--- src/overlay_map_pkg.sv ---
// constants, types and field layout shared by the memory-overlay decoder
// How it works
// (RL1) cycle starts only on a strobe's falling edge
// (RL2) cycle ends on rising edge of starting strobe
// (RL3) target must not trust memory-cycle line alone
// (RL4) mapped accesses ignore target ready
// (RL5) always drive target; discard target data when mapped
// (RL6) two 64K expansion pages, 1K blocks, protectable
// (RL7) static overlay RAM replaces lowest 1K block
// (RL8) reset leaves nothing mapped, all to target
// (RL9) on-chip RAM F000-F0FA and FFFA-FFFF served internally
// (RL10) overlay at 0000-03FF beats expansion and target
// (RL11) read-only blocks take writes only in control mode
// (RL12) base rounds down to 1K; no wrap past top
// (RL13) 64-entry table by address bits 15..10
// (RL14) priority on-chip, overlay, expansion, then target
package overlay_map_pkg;

  // ---------------------------------------------------------------
  // bus widths and clock
  // ---------------------------------------------------------------
  localparam int          ADDR_W        = 16;
  localparam int          DATA_W        = 16;
  localparam int          CLK_PERIOD_NS = 25;

  // ---------------------------------------------------------------
  // block table layout
  // ---------------------------------------------------------------
  localparam int          BLK_MSB       = 15;
  localparam int          BLK_LSB       = 10;
  localparam int          BLK_W         = BLK_MSB - BLK_LSB + 1;
  localparam int          NUM_BLOCKS    = 64;
  localparam int          COUNT_W       = 7;
  localparam logic [7:0]  BLK_LIMIT     = 8'h40;

  // ---------------------------------------------------------------
  // fixed address windows
  // ---------------------------------------------------------------
  localparam logic [15:0] ONCHIP_LO_START = 16'hF000;
  localparam logic [15:0] ONCHIP_LO_END   = 16'hF0FA;
  localparam logic [15:0] ONCHIP_HI_START = 16'hFFFA;
  localparam logic [15:0] OVERLAY_START   = 16'h0000;
  localparam logic [15:0] OVERLAY_END     = 16'h03FF;

  // ---------------------------------------------------------------
  // reset values
  // ---------------------------------------------------------------
  localparam logic        OVERLAY_EN_RESET = 1'b0;
  localparam logic [15:0] DATA_RESET       = 16'h0000;

  // ---------------------------------------------------------------
  // types
  // ---------------------------------------------------------------
  typedef enum logic [1:0] {
    BLK_UNMAPPED  = 2'h0,
    BLK_READ_ONLY = 2'h1,
    BLK_READ_WRITE = 2'h2
  } blk_state_t;

  typedef enum logic [1:0] {
    REGION_TARGET    = 2'h0,
    REGION_ONCHIP    = 2'h1,
    REGION_OVERLAY   = 2'h2,
    REGION_EXPANSION = 2'h3
  } region_t;

  typedef enum logic [1:0] {
    CYC_IDLE   = 2'b00,
    CYC_ACTIVE = 2'b01,
    CYC_CLOSE  = 2'b11
  } cyc_state_t;

endpackage

--- src/block_table.sv ---
// 64-entry expansion block table with range load and lookup
`timescale 1ns/100ps
`default_nettype none
module block_table
  import overlay_map_pkg::*;
(
  // clock and reset
  input  wire logic               core_clk,
  input  wire logic               resetn,
  // range load from the control side
  input  wire logic               load,
  input  wire logic [ADDR_W-1:0]  base_addr,
  input  wire logic [COUNT_W-1:0] block_count,
  input  wire blk_state_t         new_state,
  input  wire logic               new_page,
  // lookup
  input  wire logic [BLK_W-1:0]   lookup_index,
  output blk_state_t              entry_state,
  output logic                    entry_page
);

  blk_state_t state_reg [NUM_BLOCKS];
  blk_state_t state_next [NUM_BLOCKS];
  logic       page_reg  [NUM_BLOCKS];
  logic       page_next [NUM_BLOCKS];
  logic [7:0] first_blk;
  logic [7:0] last_blk;

  // ---------------------------------------------------------------
  // range decode: the low ten address bits are simply dropped
  // ---------------------------------------------------------------
  assign first_blk = {2'b00, base_addr[BLK_MSB:BLK_LSB]}; // RL12
  assign last_blk  = first_blk + {1'b0, block_count};     // RL12

  // every entry inside [first, last) and below the top takes the load
  always_comb begin
    for (int i = 0; i < NUM_BLOCKS; i++) begin
      state_next[i] = state_reg[i];
      page_next[i]  = page_reg[i];
      if (load && (8'(i) >= first_blk) && (8'(i) < last_blk) && (8'(i) < BLK_LIMIT)) begin // RL12
        state_next[i] = new_state; // RL6
        page_next[i]  = new_page;  // RL6
      end
    end
  end

  // reset unmaps every block
  always_ff @(posedge core_clk) begin
    for (int i = 0; i < NUM_BLOCKS; i++) begin
      if (!resetn) begin
        state_reg[i] <= BLK_UNMAPPED; // RL8
        page_reg[i]  <= 1'b0;
      end else begin
        state_reg[i] <= state_next[i];
        page_reg[i]  <= page_next[i];
      end
    end
  end

  // lookup by address bits 15..10
  assign entry_state = state_reg[lookup_index]; // RL13
  assign entry_page  = page_reg[lookup_index];  // RL13

endmodule
`default_nettype wire

--- src/overlay_map.sv ---
// memory-overlay decoder: cycle framing, region select and ready/data steering
`timescale 1ns/100ps
`default_nettype none
module overlay_map
  import overlay_map_pkg::*;
(
  // clock and reset
  input  wire logic               core_clk,
  input  wire logic               resetn,
  // processor bus pins
  input  wire logic               read_strobe_n,
  input  wire logic               write_strobe_n,
  input  wire logic [ADDR_W-1:0]  cpu_addr,
  output logic                    cpu_ready,
  output logic [DATA_W-1:0]       cpu_rdata,
  // target bus pins
  output logic                    target_read_n,
  output logic                    target_write_n,
  output logic [ADDR_W-1:0]       target_addr,
  input  wire logic               target_ready,
  input  wire logic [DATA_W-1:0]  target_rdata,
  // emulator memories
  output logic                    overlay_sel,
  output logic                    overlay_we,
  input  wire logic [DATA_W-1:0]  overlay_rdata,
  output logic                    exp_sel,
  output logic                    exp_we,
  output logic                    exp_page,
  input  wire logic [DATA_W-1:0]  exp_rdata,
  output logic                    onchip_sel,
  input  wire logic [DATA_W-1:0]  onchip_rdata,
  // monitor control
  input  wire logic               run_mode,
  input  wire logic               overlay_cfg_load,
  input  wire logic               overlay_cfg_on,
  input  wire logic               map_load,
  input  wire logic [ADDR_W-1:0]  map_base,
  input  wire logic [COUNT_W-1:0] map_count,
  input  wire blk_state_t         map_state,
  input  wire logic               map_page,
  // status
  output logic                    cycle_active
);

  // ---------------------------------------------------------------
  // pin synchronisers
  // ---------------------------------------------------------------
  logic              rd_meta_reg, rd_sync_reg, rd_prev_reg;
  logic              wr_meta_reg, wr_sync_reg, wr_prev_reg;
  logic              rdy_meta_reg, rdy_sync_reg;
  logic [ADDR_W-1:0] addr_meta_reg, addr_sync_reg;
  logic [DATA_W-1:0] tdat_meta_reg, tdat_sync_reg;

  // strobes idle high so reset preloads ones and no false edge appears
  always_ff @(posedge core_clk) begin
    if (!resetn) begin
      rd_meta_reg   <= 1'b1;
      rd_sync_reg   <= 1'b1;
      rd_prev_reg   <= 1'b1;
      wr_meta_reg   <= 1'b1;
      wr_sync_reg   <= 1'b1;
      wr_prev_reg   <= 1'b1;
      rdy_meta_reg  <= 1'b0;
      rdy_sync_reg  <= 1'b0;
      addr_meta_reg <= 16'h0000;
      addr_sync_reg <= 16'h0000;
      tdat_meta_reg <= DATA_RESET;
      tdat_sync_reg <= DATA_RESET;
    end else begin
      rd_meta_reg   <= read_strobe_n;
      rd_sync_reg   <= rd_meta_reg;
      rd_prev_reg   <= rd_sync_reg;
      wr_meta_reg   <= write_strobe_n;
      wr_sync_reg   <= wr_meta_reg;
      wr_prev_reg   <= wr_sync_reg;
      rdy_meta_reg  <= target_ready;
      rdy_sync_reg  <= rdy_meta_reg;
      addr_meta_reg <= cpu_addr;
      addr_sync_reg <= addr_meta_reg;
      tdat_meta_reg <= target_rdata;
      tdat_sync_reg <= tdat_meta_reg;
    end
  end

  // ---------------------------------------------------------------
  // strobe edges; nothing else opens a cycle, so a halted processor
  // holding its memory line low never looks like an access
  // ---------------------------------------------------------------
  logic rd_fall, wr_fall, rd_rise, wr_rise;
  assign rd_fall = rd_prev_reg & ~rd_sync_reg; // RL1
  assign wr_fall = wr_prev_reg & ~wr_sync_reg; // RL1
  assign rd_rise = ~rd_prev_reg & rd_sync_reg; // RL2
  assign wr_rise = ~wr_prev_reg & wr_sync_reg; // RL2

  // ---------------------------------------------------------------
  // overlay enable and block table
  // ---------------------------------------------------------------
  logic       ovl_en_reg, ovl_en_next;
  blk_state_t entry_state;
  logic       entry_page;

  always_comb begin
    ovl_en_next = overlay_cfg_load ? overlay_cfg_on : ovl_en_reg;
  end

  always_ff @(posedge core_clk) begin
    if (!resetn) begin
      ovl_en_reg <= OVERLAY_EN_RESET; // RL8
    end else begin
      ovl_en_reg <= ovl_en_next;
    end
  end

  block_table u_block_table (
    .core_clk     (core_clk),
    .resetn       (resetn),
    .load         (map_load),
    .base_addr    (map_base),
    .block_count  (map_count),
    .new_state    (map_state),
    .new_page     (map_page),
    .lookup_index (addr_sync_reg[BLK_MSB:BLK_LSB]),
    .entry_state  (entry_state),
    .entry_page   (entry_page)
  );

  // ---------------------------------------------------------------
  // region priority for the address now on the bus
  // ---------------------------------------------------------------
  region_t region_now;

  always_comb begin
    if ((addr_sync_reg >= ONCHIP_LO_START && addr_sync_reg <= ONCHIP_LO_END) ||
        (addr_sync_reg >= ONCHIP_HI_START)) begin
      region_now = REGION_ONCHIP;                                   // RL9 RL14
    end else if (ovl_en_reg && addr_sync_reg >= OVERLAY_START && addr_sync_reg <= OVERLAY_END) begin
      region_now = REGION_OVERLAY;                                  // RL7 RL10 RL14
    end else if (entry_state != BLK_UNMAPPED) begin
      region_now = REGION_EXPANSION;                                // RL6 RL14
    end else begin
      region_now = REGION_TARGET;                                   // RL14
    end
  end

  // ---------------------------------------------------------------
  // cycle state machine and registered outputs
  // ---------------------------------------------------------------
  cyc_state_t        cyc_reg, cyc_next;
  region_t           region_reg, region_next;
  logic              is_wr_reg, is_wr_next;
  logic              rom_reg, rom_next;
  logic              page_reg, page_next;
  logic [ADDR_W-1:0] taddr_reg, taddr_next;
  logic [DATA_W-1:0] rdata_reg, rdata_next;
  logic              trd_reg, trd_next;
  logic              twr_reg, twr_next;

  always_comb begin
    cyc_next    = cyc_reg;
    region_next = region_reg;
    is_wr_next  = is_wr_reg;
    rom_next    = rom_reg;
    page_next   = page_reg;
    taddr_next  = taddr_reg;
    rdata_next  = rdata_reg;
    trd_next    = 1'b1;
    twr_next    = 1'b1;
    case (cyc_reg)
      CYC_IDLE: begin
        // a write edge wins if both strobes fall together
        if (wr_fall || rd_fall) begin                               // RL1
          cyc_next    = CYC_ACTIVE;
          is_wr_next  = wr_fall;
          region_next = region_now;
          rom_next    = (entry_state == BLK_READ_ONLY);
          page_next   = entry_page;
          taddr_next  = addr_sync_reg;
        end
      end
      CYC_ACTIVE: begin
        // the target sees every access whatever the mapping
        trd_next = is_wr_reg;                                       // RL5
        twr_next = ~is_wr_reg;                                      // RL5
        if (!is_wr_reg) begin
          case (region_reg)
            REGION_ONCHIP:    rdata_next = onchip_rdata;
            REGION_OVERLAY:   rdata_next = overlay_rdata;           // RL5
            REGION_EXPANSION: rdata_next = exp_rdata;               // RL5
            default:          rdata_next = rdy_sync_reg ? tdat_sync_reg : rdata_reg;
          endcase
        end
        if ((is_wr_reg && wr_rise) || (!is_wr_reg && rd_rise)) begin // RL2
          cyc_next = CYC_CLOSE;
          trd_next = 1'b1;
          twr_next = 1'b1;
        end
      end
      CYC_CLOSE: begin
        cyc_next = CYC_IDLE;
      end
      default: begin
        cyc_next = CYC_IDLE;
      end
    endcase
  end

  always_ff @(posedge core_clk) begin
    if (!resetn) begin
      cyc_reg    <= CYC_IDLE;
      region_reg <= REGION_TARGET; // RL8
      is_wr_reg  <= 1'b0;
      rom_reg    <= 1'b0;
      page_reg   <= 1'b0;
      taddr_reg  <= 16'h0000;
      rdata_reg  <= DATA_RESET;
      trd_reg    <= 1'b1;
      twr_reg    <= 1'b1;
    end else begin
      cyc_reg    <= cyc_next;
      region_reg <= region_next;
      is_wr_reg  <= is_wr_next;
      rom_reg    <= rom_next;
      page_reg   <= page_next;
      taddr_reg  <= taddr_next;
      rdata_reg  <= rdata_next;
      trd_reg    <= trd_next;
      twr_reg    <= twr_next;
    end
  end

  // ---------------------------------------------------------------
  // output steering
  // ---------------------------------------------------------------
  logic active, mapped;
  assign active = (cyc_reg == CYC_ACTIVE);
  assign mapped = (region_reg != REGION_TARGET);

  // mapped regions answer at once; the target's ready counts only when unmapped
  assign cpu_ready      = active & (mapped | rdy_sync_reg);                // RL4
  assign cpu_rdata      = rdata_reg;
  assign target_read_n  = trd_reg;
  assign target_write_n = twr_reg;
  assign target_addr    = taddr_reg;
  assign onchip_sel     = active & (region_reg == REGION_ONCHIP);          // RL9
  assign overlay_sel    = active & (region_reg == REGION_OVERLAY);         // RL7
  assign overlay_we     = overlay_sel & is_wr_reg;
  assign exp_sel        = active & (region_reg == REGION_EXPANSION);       // RL6
  // read-only blocks stay writable from the monitor, never while running
  assign exp_we         = exp_sel & is_wr_reg & ~(rom_reg & run_mode);     // RL11
  assign exp_page       = page_reg;
  assign cycle_active   = active;

endmodule
`default_nettype wire

--- config.mk ---
export PLATFORM = sky130hd
export DESIGN_NAME = overlay_map
export DESIGN_NICKNAME = d
export VERILOG_FILES = /design/src/overlay_map_pkg.sv /design/src/block_table.sv /design/src/overlay_map.sv
export SDC_FILE = /design/constraint.sdc
export NUM_CORES = 1
export LEC_CHECK = 0
export BUFFER_PORTS_ARGS = -buffer_cell sky130_fd_sc_hd__clkbuf_2
export CAP_MARGIN = 30
export CORE_MARGIN = 1
export CORE_UTILIZATION = 48
export CTS_CLUSTER_DIAMETER = 100
export CTS_CLUSTER_SIZE = 25
export DETAILED_ROUTE_END_ITERATION = 6
export PLACE_DENSITY = 0.68
export SETUP_SLACK_MARGIN = 0.3
export SYNTH_ARGS = -nofsm -noshare
export SYNTH_HDL_FRONTEND = slang
export SYNTH_HIERARCHICAL = 1
export SYNTH_SLANG_ARGS = --single-unit
export TNS_END_PERCENT = 10
--- constraint.sdc ---
create_clock -name core_clk -period 3.7 [get_ports core_clk]
set_clock_uncertainty 0.15 [all_clocks]
set_input_delay 0.555 -clock core_clk [delete_from_list [all_inputs] [get_ports core_clk]]
set_output_delay 0.555 -clock core_clk [all_outputs]
set_load 0.02 [all_outputs]
==> flow_summary.toml, run 1 <==
[status]
run_status = "completed"

[clock_network]
cts-root-buf = "clkbuf_16"
cts_buffer_count = 16
clk_pin_slew_ns = 0.10
cts.repair_timing.setup_buffer_count = 0
maximum_number_of_buffers_from_clock_root_to_sink = 3
cts_repair_resize_count = 0
cts_max_level = 1
clock-sinks = 306
source_to_sink_clock_delay_at_the_later_pin_of_the_worst_skew_pair_ns = 0.50
cts_tree = "built"
cts_hold_repair.buffers = 0

[floorplanning]
chipWidth_microns = 174
fp.coreArea_sq_mm = 0.0289
io-pin-count = 157
die_area_sq_mm = 0.0304
placementRows = 62
floorplan.initialDensity_pct = 49.3
floorplan.die.height_microns = 174

[logic_synthesis]
synthMostInstantiatedCell = "nor2_1"
netlist_top_cells_area = "edfxtp_1 (40%), dfxtp_1 (16%), mux4_2 (12%)"
synth_edf_count = 191
post_synth_num_cell_types = 66
mean_cell_area_of_the_mapped_netlist_sq_um = 11.2
leading_register_cell_type_out_of_synthesis = "edfxtp_1"
synth-seq-area-share_pct = 56.3
async_flop_share_pct = 0
syn_area_sq_mm = 0.0143
synthesis.nets = 1397
post-synth-top-area-fraction_pct = 40.2
synth_largest_area_cell = "edfxtp_1"
leading_cell_types_by_count_after_synthesis = "nor2_1 (205), edfxtp_1 (191), nand2_1 (180)"
synthesis.yosys.warnings = 6
synthesis.instances = 1275
postSynthRegisterBits = 306

[critical_path]
worstPathArrival_ns = 3.21
crit_path_buffers_inverters = 1
setup.worst_path.start_class = "input pin"
critical-path-max-stage-delay_ns = 0.57
setup.worst_path.class = "in -> reg"
worst-endpoint-required_ns = 3.71
path_cells = "clkbuf_2, ha_1, fa_1, a211o_1, nand2_1, o32a_1, o21ai_0, o21ai_0"
timing.critical_path.mode_cell = "o21ai_0"
crit_path_top_delay_cell = "o32a_1"
crit_fanout = 17
critical_path_sink_type = "flop"
critPathTopFamily = "compound AO/OA/AOI/OAI gates"

[layout]
nets_final = 1542
n_antenna_cell = 0
register_area_sq_mm = 0.00804
stdcell_area_sq_mm = 0.0161
largest_register_ffs = 128
multi_input_comb_area_sq_mm = 0.00580
area_delta_synth_final_pct = 13.1
post_route_cells_drive_above_1_share_pct = 23.6
filler_cell_count_in_the_final_layout = 2426
fin_util_pct = 55.8

[placed_design]
cell_area_after_placement_sq_mm = 0.0157
gp_congestion = 0.915
port_buffers = 146
post-place-ws_ns = 0.0304
dp.final_hpwl_microns = 25700

[route]
detailedRoute.firstPassIterationCount = 6
drt-wirelength-per-cell_microns = 20.2
drt_first_iter_violations = 1346
wl_microns = 36400
drt.antenna.violating_nets = 0
num_vias = 10600
viasPerCell = 5.85
detail_route.drc_violations = 0

[timing]
setup_repair_after_global_routing_missed_its_margin = "false"
post_route_setup_tns_ns = 0
max_clock_freq_ghz = 0.313
setup_slack_ns = 0.501
setup-violations-final = 0
worstMarginPinSlew_ns = 0.933
fin_crit_sh_pct = 86.5
final.min_clock_period_ns = 3.20
report.final.slew_viol_count = 0
finalHoldViolations = 0
maxSlewHeadroom_pct = 37.1

[pwr]
vdd_ir_drop_max_mv = 0.350
pwr_density_cell_mw_per_mm2 = 441
power_leakage_nw = 6.11

[global_route]
antenna_violations_before_repair = 0
grt_usage_pct = 23.8
first_pass_grt_wire_length_microns = 56200
grt-ovfl-total = 0
largest_net_degree_at_the_start_of_global_routing = 72
first_global_vias = 10100

[min_path]
hold_class = "in -> reg"

[flow_run]
max_cap_violations = 0
[per-stage QoR]
stage | std cells | total power [mW] | hold slack (ns)
after floorplan | 1275 | 4.78 | 0.236
after global placement | 1786 | 5.23 | 0.239
after detailed placement | 1786 | 5.26 | 0.255
after CTS | 1808 | 7.15 | 0.0769
after global routing | 1808 | 7.39 | 0.0790
final | 1808 | 7.11 | 0.0950
[where the power goes]
part / switching, mW / internal, mW
registers: 0.109 / 3.90
clock network: 1.05 / 0.856
logic: 0.699 / 0.497
[worst paths after layout]
kind | to | start | depth (start not counted) | slack, ns
max | u_block_table/page_reg[3] | map_base[10] | 8 | 0.50
min | wr_meta_reg | write_strobe_n | 2 | 0.09
max reg2reg | region_reg[1] | addr_sync_reg[10] | 8 | 0.64
min reg2reg | wr_sync_reg | wr_meta_reg | 1 | 0.27
[worst reg2reg max path: cells and delay by family (launching register included)]
family          cells  cell delay, ns
compound gates      3            0.52
buf+inv             1            0.35
flops               1            0.40
simple gates        1            0.14
mux                 3            1.41
[layout make-up]
class                   instances  share of cell area [%]
inverters                       7                   0.163
well taps                     384                    2.98
multi-input cells             871                    35.9
clock buffers                  21                    2.73
clock inverters                 1                   0.124
repair buffers                218                    8.28
flip-flops and latches        306                    49.8
[layer usage]
metal / global-route usage, % / part of all wire (%) / up-vias
met4: 7.49 / 2.9 / 0
li1: - / - / 4864
met3: 3.76 / 8.7 / 72
met1: 33.0 / 42 / 5081
met5: 0 / 0 / -
met2: 38.6 / 46 / 556
[cell families (layout without fill, tap and decap cells)]
family	after synthesis	count (layout)	share of synthesized area (%)
and+or+nand+nor	550	550	17.5
DFF	306	306	56.3
AOI/OAI and AO/OA	227	227	9.65
buffers and inverters	98	247	3.05
muxes	84	84	12.6
adders and majority gates	7	7	0.666
xor gates and xnor gates	3	3	0.184
[cell usage in the layout, fill, tap and decap left out, drive strengths merged, types with 13 or more instances in the layout]
master and instances:
o22ai 13, nor3 15, buf 73, nand2 180, a21oi 70, o21ai 93
and2 72, mux4 76, nand3 18, dfxtp 115, edfxtp 191, clkbuf 166
nor2 205
Note: power is estimated with default switching activity, not from simulation.
==> inputs of run 2 (changes only) <==
--- a/config.mk
+++ b/config.mk
@@ -7,12 +7,14 @@
 export LEC_CHECK = 0
 export BUFFER_PORTS_ARGS = -buffer_cell sky130_fd_sc_hd__clkbuf_2
 export CAP_MARGIN = 30
+export CELL_PAD_IN_SITES_DETAIL_PLACEMENT = 0
+export CELL_PAD_IN_SITES_GLOBAL_PLACEMENT = 1
 export CORE_MARGIN = 1
-export CORE_UTILIZATION = 48
+export CORE_UTILIZATION = 47
 export CTS_CLUSTER_DIAMETER = 100
 export CTS_CLUSTER_SIZE = 25
 export DETAILED_ROUTE_END_ITERATION = 6
-export PLACE_DENSITY = 0.68
+export PLACE_DENSITY = 0.81
 export SETUP_SLACK_MARGIN = 0.3
 export SYNTH_ARGS = -nofsm -noshare
 export SYNTH_HDL_FRONTEND = slang
==> run 2 against run 1 <==
  * Register-to-register slack better by 0.03 ns
  * Clock power about the same
  * Global-route usage about the same
  * Fmax up 1.1%
  * Non-clock buffer count up 1
  * Hold slack worse by 0.023 ns
  * Sequential share of layout area about the same
  * Critical endpoint is now u_block_table/state_reg[44][0]
  * Largest power group unchanged
==> flow_summary.toml, run 2 (synthesis results as in run 1) <==
[route]
num_vias = 10400
detailedRoute.firstPassIterationCount = 5
drt.antenna.violating_nets = 0
drt-wirelength-per-cell_microns = 20.3
wl_microns = 36800
viasPerCell = 5.72
drt_first_iter_violations = 925
detail_route.drc_violations = 0

[clock_network]
clock-sinks = 306
clk_pin_slew_ns = 0.10
cts.repair_timing.setup_buffer_count = 0
cts_hold_repair.buffers = 0
cts_tree = "built"
cts_repair_resize_count = 0
cts-root-buf = "clkbuf_16"
cts_buffer_count = 16
maximum_number_of_buffers_from_clock_root_to_sink = 3
source_to_sink_clock_delay_at_the_later_pin_of_the_worst_skew_pair_ns = 0.51
cts_max_level = 1

[critical_path]
crit_path_top_delay_cell = "o311ai_4"
critPathTopFamily = "compound AO/OA/AOI/OAI gates"
setup.worst_path.start_class = "input pin"
worst-endpoint-required_ns = 3.72
setup.worst_path.class = "in -> reg"
timing.critical_path.mode_cell = "o21ai_0"
critical-path-max-stage-delay_ns = 0.51
cp.depth = 9
r2r.worst_path.cells = 8
path_cells = "clkbuf_2, ha_1, fa_1, a211o_1, o2111a_1, o311ai_4, buf_4, o21ai_0, o21ai_0"
worstPathArrival_ns = 3.19
critical_path_sink_type = "flop"
crit_path_buffers_inverters = 2
crit_fanout = 10

[global_route]
antenna_violations_before_repair = 0
grt-ovfl-total = 0
first_pass_grt_wire_length_microns = 56400
grt_usage_pct = 23.8
largest_net_degree_at_the_start_of_global_routing = 66
first_global_vias = 9994

[pwr]
pwr_density_cell_mw_per_mm2 = 441
vdd_ir_drop_max_mv = 0.259
power_leakage_nw = 6.12

[layout]
layout.cells.most_common_list = "nor2_1 (205), edfxtp_1 (191), nand2_1 (180)"
nets_final = 1543
post_route_cells_drive_above_1_share_pct = 23.6
area_delta_synth_final_pct = 13.2
stdcell_area_sq_mm = 0.0161
largest_register_ffs = 128
mostFrequentLayoutCell = "nor2_1"
n_antenna_cell = 0

[timing]
setup_repair_after_global_routing_missed_its_margin = "false"
final.min_clock_period_ns = 3.16
setup_slack_ns = 0.536
finalHoldViolations = 0
fin_crit_sh_pct = 85.5
setup-violations-final = 0
maxSlewHeadroom_pct = 28.5
post_route_setup_tns_ns = 0
report.final.slew_viol_count = 0
max_clock_freq_ghz = 0.316
worstMarginPinSlew_ns = 1.06

[floorplanning]
io-pin-count = 157
floorplan.initialDensity_pct = 48.0
die_area_sq_mm = 0.0311
floorplan.die.height_microns = 176
placementRows = 63
fp.coreArea_sq_mm = 0.0297
chipWidth_microns = 176

[placed_design]
dp.final_hpwl_microns = 27000
port_buffers = 146
gp_congestion = 0.904
cell_area_after_placement_sq_mm = 0.0157
post-place-ws_ns = 0.0185

[min_path]
hold_depth = 2
hold_class = "in -> reg"

[flow_run]
max_cap_violations = 0

[status]
run_status = "completed"
[run 2: changes by cell type in the layout (fill, tap and decap cells not counted), sizes merged]
cell,change
buf,+1
clkinv,+1
[run 2: final timing paths]
path / startpoint / slack (ns) / end
setup / recovery: map_base[10] / 0.54 / u_block_table/state_reg[44][0]
hold reg to reg: wr_meta_reg / 0.27 / wr_sync_reg
hold / removal: read_strobe_n / 0.07 / rd_meta_reg
setup reg to reg: addr_sync_reg[10] / 0.67 / region_reg[1]
[run 2: final cells by class]
class                           count  area, sq um
Clock buffer                       21          440
Tap cell                          390          488
Multi-Input combinational cell    871         5800
Fill cell                        2607        13600
Timing Repair Buffer              219         1330
Clock inverter                      2         23.8
Sequential cell                   306         8040
Inverter                            7         26.3
[run 2: stage by stage]
| step | cells | util (%) | total power, mW | hold WS, ns |
|---|---|---|---|---|
| final | 1816 | 54.3 | 7.12 | 0.0715 |
| after CTS | 1816 | 54.3 | 7.17 | 0.0550 |
| after global placement | 1793 | 52.8 | 5.23 | 0.239 |
| after detailed placement | 1793 | 52.8 | 5.27 | 0.248 |
| after global routing | 1816 | 54.3 | 7.40 | 0.0717 |
| after floorplan | 1275 | - | 4.78 | 0.236 |
[run 2: where the power goes]
| group | total [mW] | internal (mW) | switching, mW | leakage (nW) |
|---|---|---|---|---|
| clock | 1.92 | 0.858 | 1.06 | 0.226 |
| combinational | 1.18 | 0.495 | 0.686 | 3.03 |
| sequential | 4.02 | 3.90 | 0.116 | 2.86 |
[run 2: worst register-to-register path: stages, from the launching register on]
cell and delay [ns]:
dfxtp_4 0.58, buf_4 0.32, mux4_2 0.56, mux4_2 0.48
mux2i_1 0.23, a21oi_1 0.16, nor2_1 0.13, a211oi_1 0.07
a32o_1 0.24
[run 2: layer usage]
layer  part of all wire (%)  track usage, %  routed length [microns]  vias up
li1                       -               -                        -     4866
met1                     42            32.0                    15400     5023
met2                     48            39.8                    17700      428
met3                    7.5            3.47                     2750       66
met4                    2.8            7.36                     1040        0
met5                      0               0                        0        -
